[src/iowd_cfg.svh]
// constants for the i/o port watchdog: address, data codes, timing
`ifndef IOWD_CFG_SVH
`define IOWD_CFG_SVH
`define IOWD_PORT_ADDR 16'h0443
`define IOWD_ADDR_W 16
`define IOWD_DATA_W 8
`define IOWD_CMD_REFRESH 8'h01
`define IOWD_CMD_DISABLE 8'h00
`define IOWD_TIMEOUT_MS 1600
`define IOWD_CLK_MHZ 100
`define IOWD_TIMEOUT_CYC (`IOWD_TIMEOUT_MS * 1000 * `IOWD_CLK_MHZ)
`define IOWD_CNT_W 28
`define IOWD_RST_PULSE_CYC 16
`define IOWD_STAT_EN_BIT 0
`define IOWD_STAT_ACT_BIT 1
`define IOWD_STAT_FIRED_BIT 2
`endif

[src/iowd_pkg.sv]
// types for the i/o port watchdog
package iowd_pkg;
	typedef enum logic [1:0] {
		IOWD_IDLE = 2'b00,
		IOWD_RUN = 2'b01,
		IOWD_FIRED = 2'b10
	} iowd_state_t;
	typedef enum logic {
		IOWD_ACT_RESET = 1'b0,
		IOWD_ACT_IRQ = 1'b1
	} iowd_action_t;
endpackage

[src/iowd_counter.sv]
// interval counter with restart and terminal flag
`timescale 1ns/100ps
module iowd_counter #(
	parameter int CNT_W = 28,
	parameter logic [27:0] LIMIT = 28'h98_96800
) (
	// clock and reset
	input wire logic mclk_i,
	input wire logic srst_i,
	input wire logic ce_i,
	// control
	input wire logic run_i,
	input wire logic restart_i,
	// status
	output logic expired_o
);
	typedef struct packed {
		logic [CNT_W-1:0] cnt;
		logic expired;
	} iowd_cnt_st_t;
	iowd_cnt_st_t st;
	iowd_cnt_st_t next_st;

	initial begin
		if (CNT_W < 2 || CNT_W > 28 || LIMIT < 28'h2) begin
			$error("iowd_counter: unsupported width or limit");
		end
	end

	// count while running, expire at limit
	always_comb begin
		next_st = st;
		next_st.expired = 1'b0;
		if (restart_i || !run_i) begin
			next_st.cnt = '0;
		end else if (st.cnt == CNT_W'(LIMIT - 28'h1)) begin
			next_st.cnt = '0;
			next_st.expired = 1'b1;
		end else begin
			next_st.cnt = st.cnt + CNT_W'(1);
		end
	end

	always_ff @(posedge mclk_i) begin
		if (srst_i) begin
			st <= '0;
		end else if (ce_i) begin
			st <= next_st;
		end
	end

	assign expired_o = st.expired;
endmodule

[src/iowd_top.sv]
// i/o port watchdog timer: port decode, arming, timeout action
// operation summary:
// - idle after reset; a read of the port arms the timer and restarts it
// - a write of 01h arms from any state and restarts the interval
// - a write of 00h drops back to idle and cancels a pending action
// - other write values are ignored, other addresses are not selected
// - on expiry the state moves to fired and the counter stops
// - reset action: cpu_rst_o pulses for RST_PULSE_CYC cycles, no re-arm
// - irq action: irq11_o holds until a read, a write 01h or a write 00h
// - a refresh landing in the expiry cycle wins over the timeout
// hazards:
// - the strap is taken once, on the first enabled edge after reset;
//   changing it later has no effect until the next system reset
// - ce_i low freezes the counter too, so the interval stretches with it
// - the status byte shows the state as it was before the read
`timescale 1ns/100ps
`include "iowd_cfg.svh"
module iowd_top #(
	parameter int CNT_W = `IOWD_CNT_W,
	parameter logic [27:0] TIMEOUT_CYC = 28'(`IOWD_TIMEOUT_CYC),
	parameter logic [15:0] PORT_ADDR = `IOWD_PORT_ADDR,
	parameter int RST_PULSE_CYC = `IOWD_RST_PULSE_CYC
) (
	// clock, reset, enable
	input wire logic mclk_i,
	input wire logic srst_i,
	input wire logic ce_i,
	// i/o port access, one-cycle strobes
	input wire logic [`IOWD_ADDR_W-1:0] io_addr_i,
	input wire logic io_rd_i,
	input wire logic io_wr_i,
	input wire logic [`IOWD_DATA_W-1:0] io_wdata_i,
	output logic [`IOWD_DATA_W-1:0] io_rdata_o,
	output logic io_sel_o,
	// configuration strap
	input wire logic act_irq_strap_i,
	// timeout actions
	output logic cpu_rst_o,
	output logic irq11_o
);
	typedef struct packed {
		iowd_pkg::iowd_state_t state;
		iowd_pkg::iowd_action_t action;
		logic strap_taken;
		logic [7:0] rst_cnt;
		logic cpu_rst;
		logic irq;
		logic [`IOWD_DATA_W-1:0] rdata;
	} iowd_st_t;
	iowd_st_t st;
	iowd_st_t next_st;
	logic hit;
	logic restart;
	logic expired;
	logic rd_hit;
	logic wr_hit;
	logic wr_one;
	logic wr_zero;

	// refuse parameter values the logic cannot serve
	initial begin
		if (RST_PULSE_CYC < 1 || RST_PULSE_CYC > 255) begin
			$error("iowd_top: reset pulse length out of range");
		end
		if (CNT_W < 2 || CNT_W > 28) begin
			$error("iowd_top: counter width out of range");
		end
		if (TIMEOUT_CYC < 28'h2) begin
			$error("iowd_top: timeout too short");
		end
		if (CNT_W < 28 && (TIMEOUT_CYC >> CNT_W) != 28'h0) begin
			$error("iowd_top: timeout does not fit the counter");
		end
	end

	// status byte seen by a read: enabled, action, fired
	function automatic logic [`IOWD_DATA_W-1:0] status_byte(
		input iowd_pkg::iowd_state_t s,
		input iowd_pkg::iowd_action_t a);
		logic [`IOWD_DATA_W-1:0] b;
		b = '0;
		b[`IOWD_STAT_EN_BIT] = (s != iowd_pkg::IOWD_IDLE);
		b[`IOWD_STAT_ACT_BIT] = a;
		b[`IOWD_STAT_FIRED_BIT] = (s == iowd_pkg::IOWD_FIRED);
		return b;
	endfunction

	// port decode
	assign hit = (io_addr_i == PORT_ADDR);
	assign io_sel_o = hit && (io_rd_i || io_wr_i);
	assign rd_hit = hit && io_rd_i;
	assign wr_hit = hit && io_wr_i;
	assign wr_one = wr_hit && (io_wdata_i == `IOWD_CMD_REFRESH);
	assign wr_zero = wr_hit && (io_wdata_i == `IOWD_CMD_DISABLE);
	// reads and refresh writes both restart the interval
	assign restart = wr_one || rd_hit;

	iowd_counter #(
		.CNT_W(CNT_W),
		.LIMIT(TIMEOUT_CYC)
	) u_cnt (
		.mclk_i(mclk_i),
		.srst_i(srst_i),
		.ce_i(ce_i),
		.run_i(st.state == iowd_pkg::IOWD_RUN),
		.restart_i(restart),
		.expired_o(expired)
	);

	// next state
	always_comb begin
		next_st = st;
		// strap taken once after reset release
		if (!st.strap_taken) begin
			next_st.strap_taken = 1'b1;
			next_st.action = act_irq_strap_i ? iowd_pkg::IOWD_ACT_IRQ
				: iowd_pkg::IOWD_ACT_RESET;
		end
		if (st.rst_cnt != 8'h00) begin
			next_st.rst_cnt = st.rst_cnt - 8'h01;
		end
		next_st.cpu_rst = (next_st.rst_cnt != 8'h00);
		// read returns status
		if (rd_hit) begin
			next_st.rdata = status_byte(st.state, st.action);
		end
		// arming, expiry and clearing by port access
		unique case (st.state)
			iowd_pkg::IOWD_IDLE: begin
				if (rd_hit) begin
					next_st.state = iowd_pkg::IOWD_RUN;
				end
			end
			iowd_pkg::IOWD_RUN: begin
				if (expired && !restart) begin
					next_st.state = iowd_pkg::IOWD_FIRED;
					if (st.action == iowd_pkg::IOWD_ACT_RESET) begin
						next_st.rst_cnt = 8'(RST_PULSE_CYC);
						next_st.cpu_rst = 1'b1;
					end else begin
						next_st.irq = 1'b1;
					end
				end
			end
			iowd_pkg::IOWD_FIRED: begin
				// a read acknowledges the timeout and re-arms
				if (rd_hit) begin
					next_st.state = iowd_pkg::IOWD_RUN;
					next_st.irq = 1'b0;
				end
			end
			default: begin
				next_st.state = iowd_pkg::IOWD_IDLE;
			end
		endcase
		// writes: 1 refreshes and enables, 0 disables
		if (wr_hit) begin
			if (wr_one) begin
				next_st.state = iowd_pkg::IOWD_RUN;
				next_st.irq = 1'b0;
			end else if (wr_zero) begin
				next_st.state = iowd_pkg::IOWD_IDLE;
				next_st.irq = 1'b0;
				next_st.rst_cnt = 8'h00;
				next_st.cpu_rst = 1'b0;
			end
		end
	end

	always_ff @(posedge mclk_i) begin
		if (srst_i) begin
			st <= '{state: iowd_pkg::IOWD_IDLE, action: iowd_pkg::IOWD_ACT_RESET,
				strap_taken: 1'b0, rst_cnt: 8'h00, cpu_rst: 1'b0, irq: 1'b0,
				rdata: '0};
		end else if (ce_i) begin
			st <= next_st;
		end
	end

	// outputs from flops
	assign cpu_rst_o = st.cpu_rst;
	assign irq11_o = st.irq;
	assign io_rdata_o = st.rdata;
endmodule

[config.mk]
export PLATFORM = sky130hd
export DESIGN_NAME = iowd_top
export DESIGN_NICKNAME = d
export VERILOG_FILES = /design/src/iowd_pkg.sv /design/src/iowd_counter.sv /design/src/iowd_top.sv
export VERILOG_INCLUDE_DIRS = /design/src
export SDC_FILE = /design/constraint.sdc
export NUM_CORES = 1
export LEC_CHECK = 0
export BUFFER_PORTS_ARGS = -buffer_cell sky130_fd_sc_hd__buf_2
export CORE_MARGIN = 1
export CORE_UTILIZATION = 35
export DETAILED_ROUTE_END_ITERATION = 8
export GPL_TIMING_DRIVEN = 1
export PLACE_DENSITY = 0.6
export SETUP_SLACK_MARGIN = 0.05
export SLEW_MARGIN = 15
export SYNTH_ARGS = -nofsm -noshare
export SYNTH_HDL_FRONTEND = slang
export SYNTH_SLANG_ARGS = --single-unit
[constraint.sdc]
create_clock -name mclk_i -period 3.54 [get_ports mclk_i]
set_clock_uncertainty 0.2 [all_clocks]
set_input_delay 0.177 -clock mclk_i [delete_from_list [all_inputs] [get_ports mclk_i]]
set_output_delay 0.177 -clock mclk_i [all_outputs]
set_load 0.03 [all_outputs]
==> results.py, run 1 <==
metrics = {
    "outcome": {
        "outcome": "finished clean",
    },
    "finish": {
        "fillers": 820,
        "area_delta_synth_final_pct": 9.32,
        "fin_util_pct": 39.8,
        "final_layout_size_suffix_gt1_share_pct": 18.1,
        "final_cell_mix": "dfxtp_1, nand2_1, buf_2",
        "nNetsFinal": 412,
        "layout_commonest_cell": "dfxtp_1",
        "diodes": 0,
        "stdcell_area_mm2": 0.00311,
        "fin_cells": 478,
    },
    "worst_setup_path": {
        "crit_required_ps": 3550,
        "cp_max_fo": 11,
        "critical_path_class": "reg2reg",
        "setup.worst_path.start_class": "flip-flop",
        "cp_slowest_stage_delay_ps": 530,
        "cp_cell_sequence": "ha_1 > nand3_2 > nor4_4 > a41oi_2 > nand2_1 > buf_4 > o21ai_0 > a22o_1",
        "cp.arrival_ps": 2910,
        "slowest_stage": "nor4_4",
        "crit_path_end_kind": "flip-flop",
    },
    "pwr": {
        "seqPwrFrac_pct": 42.7,
        "p_sw_share_pct": 36.5,
        "p_switching_uw": 531,
        "intPower_uw": 924,
        "p_comb_share_pct": 35.3,
        "p_per_area_mw_per_mm2": 468,
        "peakVddDrop_uv": 233,
        "p_clk_share_pct": 21.9,
        "leakage_uw": 0.00119,
    },
    "grt": {
        "grt_max_degree": 30,
        "grt_pass1_vias": 2389,
        "grt_first_pass_wirelength_um": 11300,
        "grt.total_usage_pct": 16.4,
        "antenna_found_initial": 0,
        "grt_overflow_total": 0,
    },
    "yosys": {
        "ys.flop_type": "dfxtp_1",
        "synth_edf_count": 0,
        "ys_seq_area_share_pct": 32.4,
        "synth_cell_types": 67,
        "yosys_warnings": 0,
        "syn_inst": 351,
        "synth_xor_area_share_pct": 1.23,
        "synth_compound_area_share_pct": 21.2,
        "ys_seq_elements": 46,
        "syn_area_mm2": 0.00285,
        "muxShareOfSynthArea_pct": 2.46,
        "synth_top_family_by_area": "simple AND/OR/NAND/NOR gates",
        "synthArstFlopShare_pct": 0,
        "synthSimpleGateAreaFrac_pct": 32.0,
        "yosys.area_share.adder_pct": 3.08,
        "synth_area_per_cell_um2": 8.11,
    },
    "cts": {
        "clockRootBuffer": "clkbuf_8",
        "clk_pin_slew_ps": 90,
        "cts.repair.resized": 0,
        "cts_sinks": 46,
        "cts_buffer_depth": 2,
        "clkLatencyLatePin_ps": 300,
        "cts_tree": "done",
        "cts.htree.levels": 2,
        "cts_buffers": 5,
    },
    "floorplan": {
        "start_util_pct": 36.4,
        "rows": 32,
        "die_x_um": 92.2,
        "core_mm2": 0.00781,
        "dieArea_mm2": 0.00849,
        "die_y_um": 92.2,
        "io_pins": 41,
    },
    "job": {
        "drv_cap": 0,
    },
    "placed_design": {
        "dp.cells": 469,
        "place_area_mm2": 0.00301,
        "dpl_worst_slack_ps": 694,
        "gp_congestion": 0.829,
        "port_buffers": 35,
        "hpwl_um": 4600,
    },
    "detailed_routing": {
        "ant_nets": 0,
        "post_drt_wl_per_cell_um": 13.5,
        "dr.pass1.iters": 4,
        "drc": 0,
        "routed_wl_um": 6440,
        "drt_first_iter_violations": 148,
        "vias": 2556,
        "vias_per_cell": 5.35,
    },
    "sta": {
        "fin_tns_setup_ps": 0,
        "final_max_slew_viol_count": 0,
        "finalSetupViolCount": 0,
        "relSlewSlack_pct": 28.2,
        "fin_ws_ps": 634,
        "min_period_over_period_pct": 82.1,
        "finalHoldViolCount": 0,
        "fmax_mhz": 344,
        "rsz0062_at_grt": "no",
        "fin_crit_ps": 2910,
        "tightest_slew_ps": 1070,
    },
    "hold_path": {
        "hold_class": "in2reg",
    },
}
[cells in the mapped netlist (all sizes together) (3+ instances only)]
library cell	n	area, um^2
a31oi	5	31.3
o21ai	18	90.1
or3	5	31.3
o31ai	13	97.6
nor2	34	128
nand2	36	143
nor3	12	60.1
and3	9	62.6
dfxtp	46	921
and4	3	27.5
a21oi	18	90.1
nand3b	3	22.5
a21o	5	38.8
ha	7	87.6
o21a	4	30.0
a22o	3	26.3
nor2b	6	37.5
a31o	3	26.3
nor3b	3	22.5
nand3	15	80.1
xnor2	3	26.3
clkbuf	11	52.5
buf	16	126
nand4	11	75.1
nor4	7	88.8
mux2i	7	70.1
inv	10	37.5
nor4b	4	35.0
nand2b	5	31.3
[sequential cells by signal (all words and copies together), names as in the netlist]
signal and flops:
cpu_rst_o 1, io_rdata_o 3, irq11_o 1, st 12, u_cnt.expired_o 1, u_cnt.st 28
[logic make-up after synthesis]
logic type	Yosys count
muxes	7
AOI/OAI and AO/OA	88
adders and majority gates	7
DFF	46
buffers and inverters	37
other	1
and+or+nand+nor	161
xor gates and xnor gates	4
[area by class of cell]
type,instances,area (um^2),share of cell area (%)
clock inverter,2,13.8,0.442
sequential,46,921,29.6
clock buffer,6,72.6,2.33
multi-input combinational,272,1720,55.4
timing repair buffer,40,215,6.92
inverter,10,37.5,1.21
tap,102,128,4.10
[through the flow]
step,hold slack [ps],power [uW]
2_1_floorplan,124,1070
3_3_place_gp,227,1140
3_5_place_dp,235,1150
4_1_cts,98.4,1470
5_1_grt,112,1580
6_report,102,1460
[worst max-delay path: cells and delay by family, from the launching register on]
| kind | cells | cell delay [ps] |
|---|---|---|
| simple gates | 3 | 1060 |
| compound gates | 3 | 720 |
| flops | 1 | 390 |
| buf+inv | 1 | 230 |
| fa+ha+maj | 1 | 210 |
[per-layer routing]
metal  share of wire [%]  vias to the layer above  track usage [%]
met5                   0                        -                0
met4                 1.5                        0             5.60
met3                 4.4                        7             2.82
met2                  44                       65             26.2
met1                  50                     1161             22.3
li1                    -                     1323                -
[path summary, 6_finish.rpt]
path	cells after the start	endpoint	slack, ps	from
setup / recovery	8	u_cnt.st[21]	630	u_cnt.st[1]
hold / removal	4	st[14]	100	io_wdata_i[0]
setup reg to reg	8	u_cnt.st[21]	630	u_cnt.st[1]
hold reg to reg	2	irq11_o	280	irq11_o
[power groups by stage]
stage                     Combinational, uW  Clock, uW  Sequential (uW)
after CTS                               516        331              621
after global routing                    596        351              634
after global placement                  511          0              633
after detailed placement                513          0              634
final                                   514        319              622
after floorplan                         461          0              607
[what timing repair did]
action,CTS,global route
setup buffers,0,0
hold buffers,1,0
endpoints found under the hold margin,1,0
setup endpoints to repair,0,0
Note: power is estimated with default switching activity, not from simulation.
==> inputs of run 2 (changes only) <==
--- a/config.mk
+++ b/config.mk
@@ -6,6 +6,7 @@
 export SDC_FILE = /design/constraint.sdc
 export NUM_CORES = 1
 export LEC_CHECK = 0
+export ABC_AREA = 1
 export BUFFER_PORTS_ARGS = -buffer_cell sky130_fd_sc_hd__buf_2
 export CORE_MARGIN = 1
 export CORE_UTILIZATION = 35
==> constraint.sdc (replaced) <==
create_clock -name mclk_i -period 2.95 [get_ports mclk_i]
set_clock_uncertainty 0.2 [all_clocks]
set_input_delay 0.1475 -clock mclk_i [delete_from_list [all_inputs] [get_ports mclk_i]]
set_output_delay 0.1475 -clock mclk_i [all_outputs]
set_load 0.03 [all_outputs]
==> results.py, run 2 <==
metrics = {
    "yosys": {
        "synth_edf_count": 0,
        "yosys_warnings": 0,
        "syn_area_mm2": 0.00329,
        "ys_seq_area_share_pct": 28.0,
        "yosys.area.top_type": "dfxtp_1",
        "syn_inst": 517,
        "yosysMostFrequentCell": "nand2_1",
        "ys.flop_type": "dfxtp_1",
        "synth_cell_types": 35,
        "synthArstFlopShare_pct": 0,
        "synth.top_cells.by_count": "nand2_1, nor2_1, inv_1, dfxtp_1, a21oi_1",
        "synthTopCellsByArea": "dfxtp_1, nand2_1, nor2_1, inv_1, a21oi_1",
        "ys_seq_elements": 46,
        "yosys.area.top_type_share_pct": 28.0,
        "synth_area_per_cell_um2": 6.36,
    },
    "finish": {
        "nNetsFinal": 586,
        "layout_commonest_cell": "nand2_1",
        "largest_register_ffs": 28,
        "fin_cells": 661,
        "top_register": "u_cnt.st",
        "diodes": 0,
        "final_layout_size_suffix_gt1_share_pct": 16.5,
        "final_cell_mix": "nand2_1, nor2_1, inv_1",
        "area_delta_synth_final_pct": 10.5,
        "fillers": 980,
        "fin_util_pct": 39.7,
    },
    "worst_setup_path": {
        "path_common_cell": "nor2_4",
        "slowest_stage": "nor2_4",
        "cp.arrival_ps": 2280,
        "cp_cell_sequence": "ha_1 > nand2_2 > nor2_4 > nand2_4 > nor2_1 > nand3_1 > nand2_1 > nor2_4 > buf_4 > nand3_2 > a21oi_1",
        "r2r_setup_slack_ps": 710,
        "critical_path_class": "reg2reg",
        "cp_top_family": "simple AND/OR/NAND/NOR gates",
        "setup.worst_path.start_class": "flip-flop",
        "cp_max_fo": 15,
        "worst-path-buf-inv": 1,
        "cp_slowest_stage_delay_ps": 400,
        "crit_path_end_kind": "flip-flop",
        "crit_required_ps": 2990,
    },
    "cts": {
        "cts_buffer_depth": 2,
        "cts_setup_buffers": 0,
        "clkLatencyLatePin_ps": 310,
        "cts.htree.levels": 2,
        "cts_sinks": 46,
        "cts_tree": "done",
        "clockRootBuffer": "clkbuf_8",
        "ctsHoldBuffers": 1,
        "clk_pin_slew_ps": 100,
        "cts_buffers": 5,
        "cts.repair.resized": 0,
    },
    "sta": {
        "finalSetupViolCount": 0,
        "finalHoldViolCount": 0,
        "final_max_slew_viol_count": 0,
        "fin_ws_ps": 710,
        "fin_tns_setup_ps": 0,
        "fmax_mhz": 446,
        "fin_crit_ps": 2240,
        "rsz0062_at_grt": "no",
        "min_period_over_period_pct": 75.9,
    },
    "floorplan": {
        "core_mm2": 0.00915,
        "die_x_um": 98.9,
        "die_y_um": 98.9,
        "io_pins": 41,
        "rows": 35,
        "start_util_pct": 35.9,
        "dieArea_mm2": 0.00979,
    },
    "placed_design": {
        "dp.cells": 652,
        "dpl_worst_slack_ps": 733,
        "gp_congestion": 0.944,
        "port_buffers": 35,
        "hpwl_um": 6140,
    },
    "detailed_routing": {
        "dr.pass1.iters": 4,
        "drc": 0,
        "routed_wl_um": 8200,
        "post_drt_wl_per_cell_um": 12.4,
        "vias_per_cell": 4.91,
        "drt_first_iter_violations": 148,
        "ant_nets": 0,
        "vias": 3243,
    },
    "job": {
        "drv_cap": 0,
    },
    "pwr": {
        "peakVddDrop_uv": 187,
        "power_uw": 1620,
        "leakage_uw": 0.00149,
        "p_per_area_mw_per_mm2": 445,
    },
    "grt": {
        "antenna_found_initial": 0,
        "grt_pass1_vias": 3022,
        "grt.total_usage_pct": 17.6,
        "grt_first_pass_wirelength_um": 13700,
        "grt_overflow_total": 0,
        "grt_max_degree": 43,
    },
    "outcome": {
        "outcome": "finished clean",
    },
    "hold_path": {
        "hold_class": "in2reg",
    },
}
## run 2: power by group
| part | internal, uW | switching, uW |
|---|---|---|
| Combinational | 206 | 322 |
| Clock | 167 | 230 |
| Sequential | 660 | 34.1 |
| Total | 1030 | 586 |
## run 2: final timing paths
path	startpoint	endpoint	cells past startpoint
hold / removal	ce_i	u_cnt.st[16]	3
setup reg to reg	u_cnt.st[1]	u_cnt.st[5]	11
setup / recovery	u_cnt.st[1]	u_cnt.st[5]	11
hold reg to reg	st[18]	st[18]	2
## run 2: through the flow
step | cell area [um^2] | hold slack (ps)
after floorplan | 3300 | 112
after global placement | 3530 | 226
after detailed placement | 3530 | 225
after CTS | 3630 | 26.8
after global routing | 3630 | 37.5
final | 3630 | 38.8
## run 2: area by class of cell
| class | instances | area, um^2 | area share (%) |
|---|---|---|---|
| tap | 111 | 139 | 3.82 |
| clock inverter | 3 | 21.3 | 0.585 |
| sequential | 46 | 921 | 25.3 |
| clock buffer | 5 | 68.8 | 1.89 |
| multi-input combinational | 397 | 2040 | 56.2 |
| inverter | 58 | 219 | 6.02 |
| timing repair buffer | 41 | 223 | 6.13 |
## run 2: layer usage
layer / part of all wire, % / vias up / track usage (%)
li1: - / 1720 / -
met1: 47 / 1423 / 20.9
met2: 46 / 82 / 31.1
met3: 4.3 / 18 / 3.12
met4: 2.6 / 0 / 7.46
met5: 0 / - / 0
## run 2: worst register-to-register path: stages (launching register included)
cell and delay, ps:
dfxtp_1 380, ha_1 290, nand2_2 130, nor2_4 70, nand2_4 100, nor2_1 40, nand3_1 70, nand2_1 80
nor2_4 400, buf_4 240, nand3_2 60, a21oi_1 110
## run 2: cell families (layout without fill, tap and decap cells)
family / after synthesis / in the layout / share of synthesized area [%]
AOI/OAI and AO/OA: 57 / 57 / 9.59
buffers and inverters: 78 / 107 / 10.3
other: 1 / 5 / 0.114
xor gates and xnor gates: 10 / 10 / 2.66
adders and majority gates: 7 / 7 / 2.66
DFF: 46 / 46 / 28.0
and+or+nand+nor: 318 / 318 / 46.6
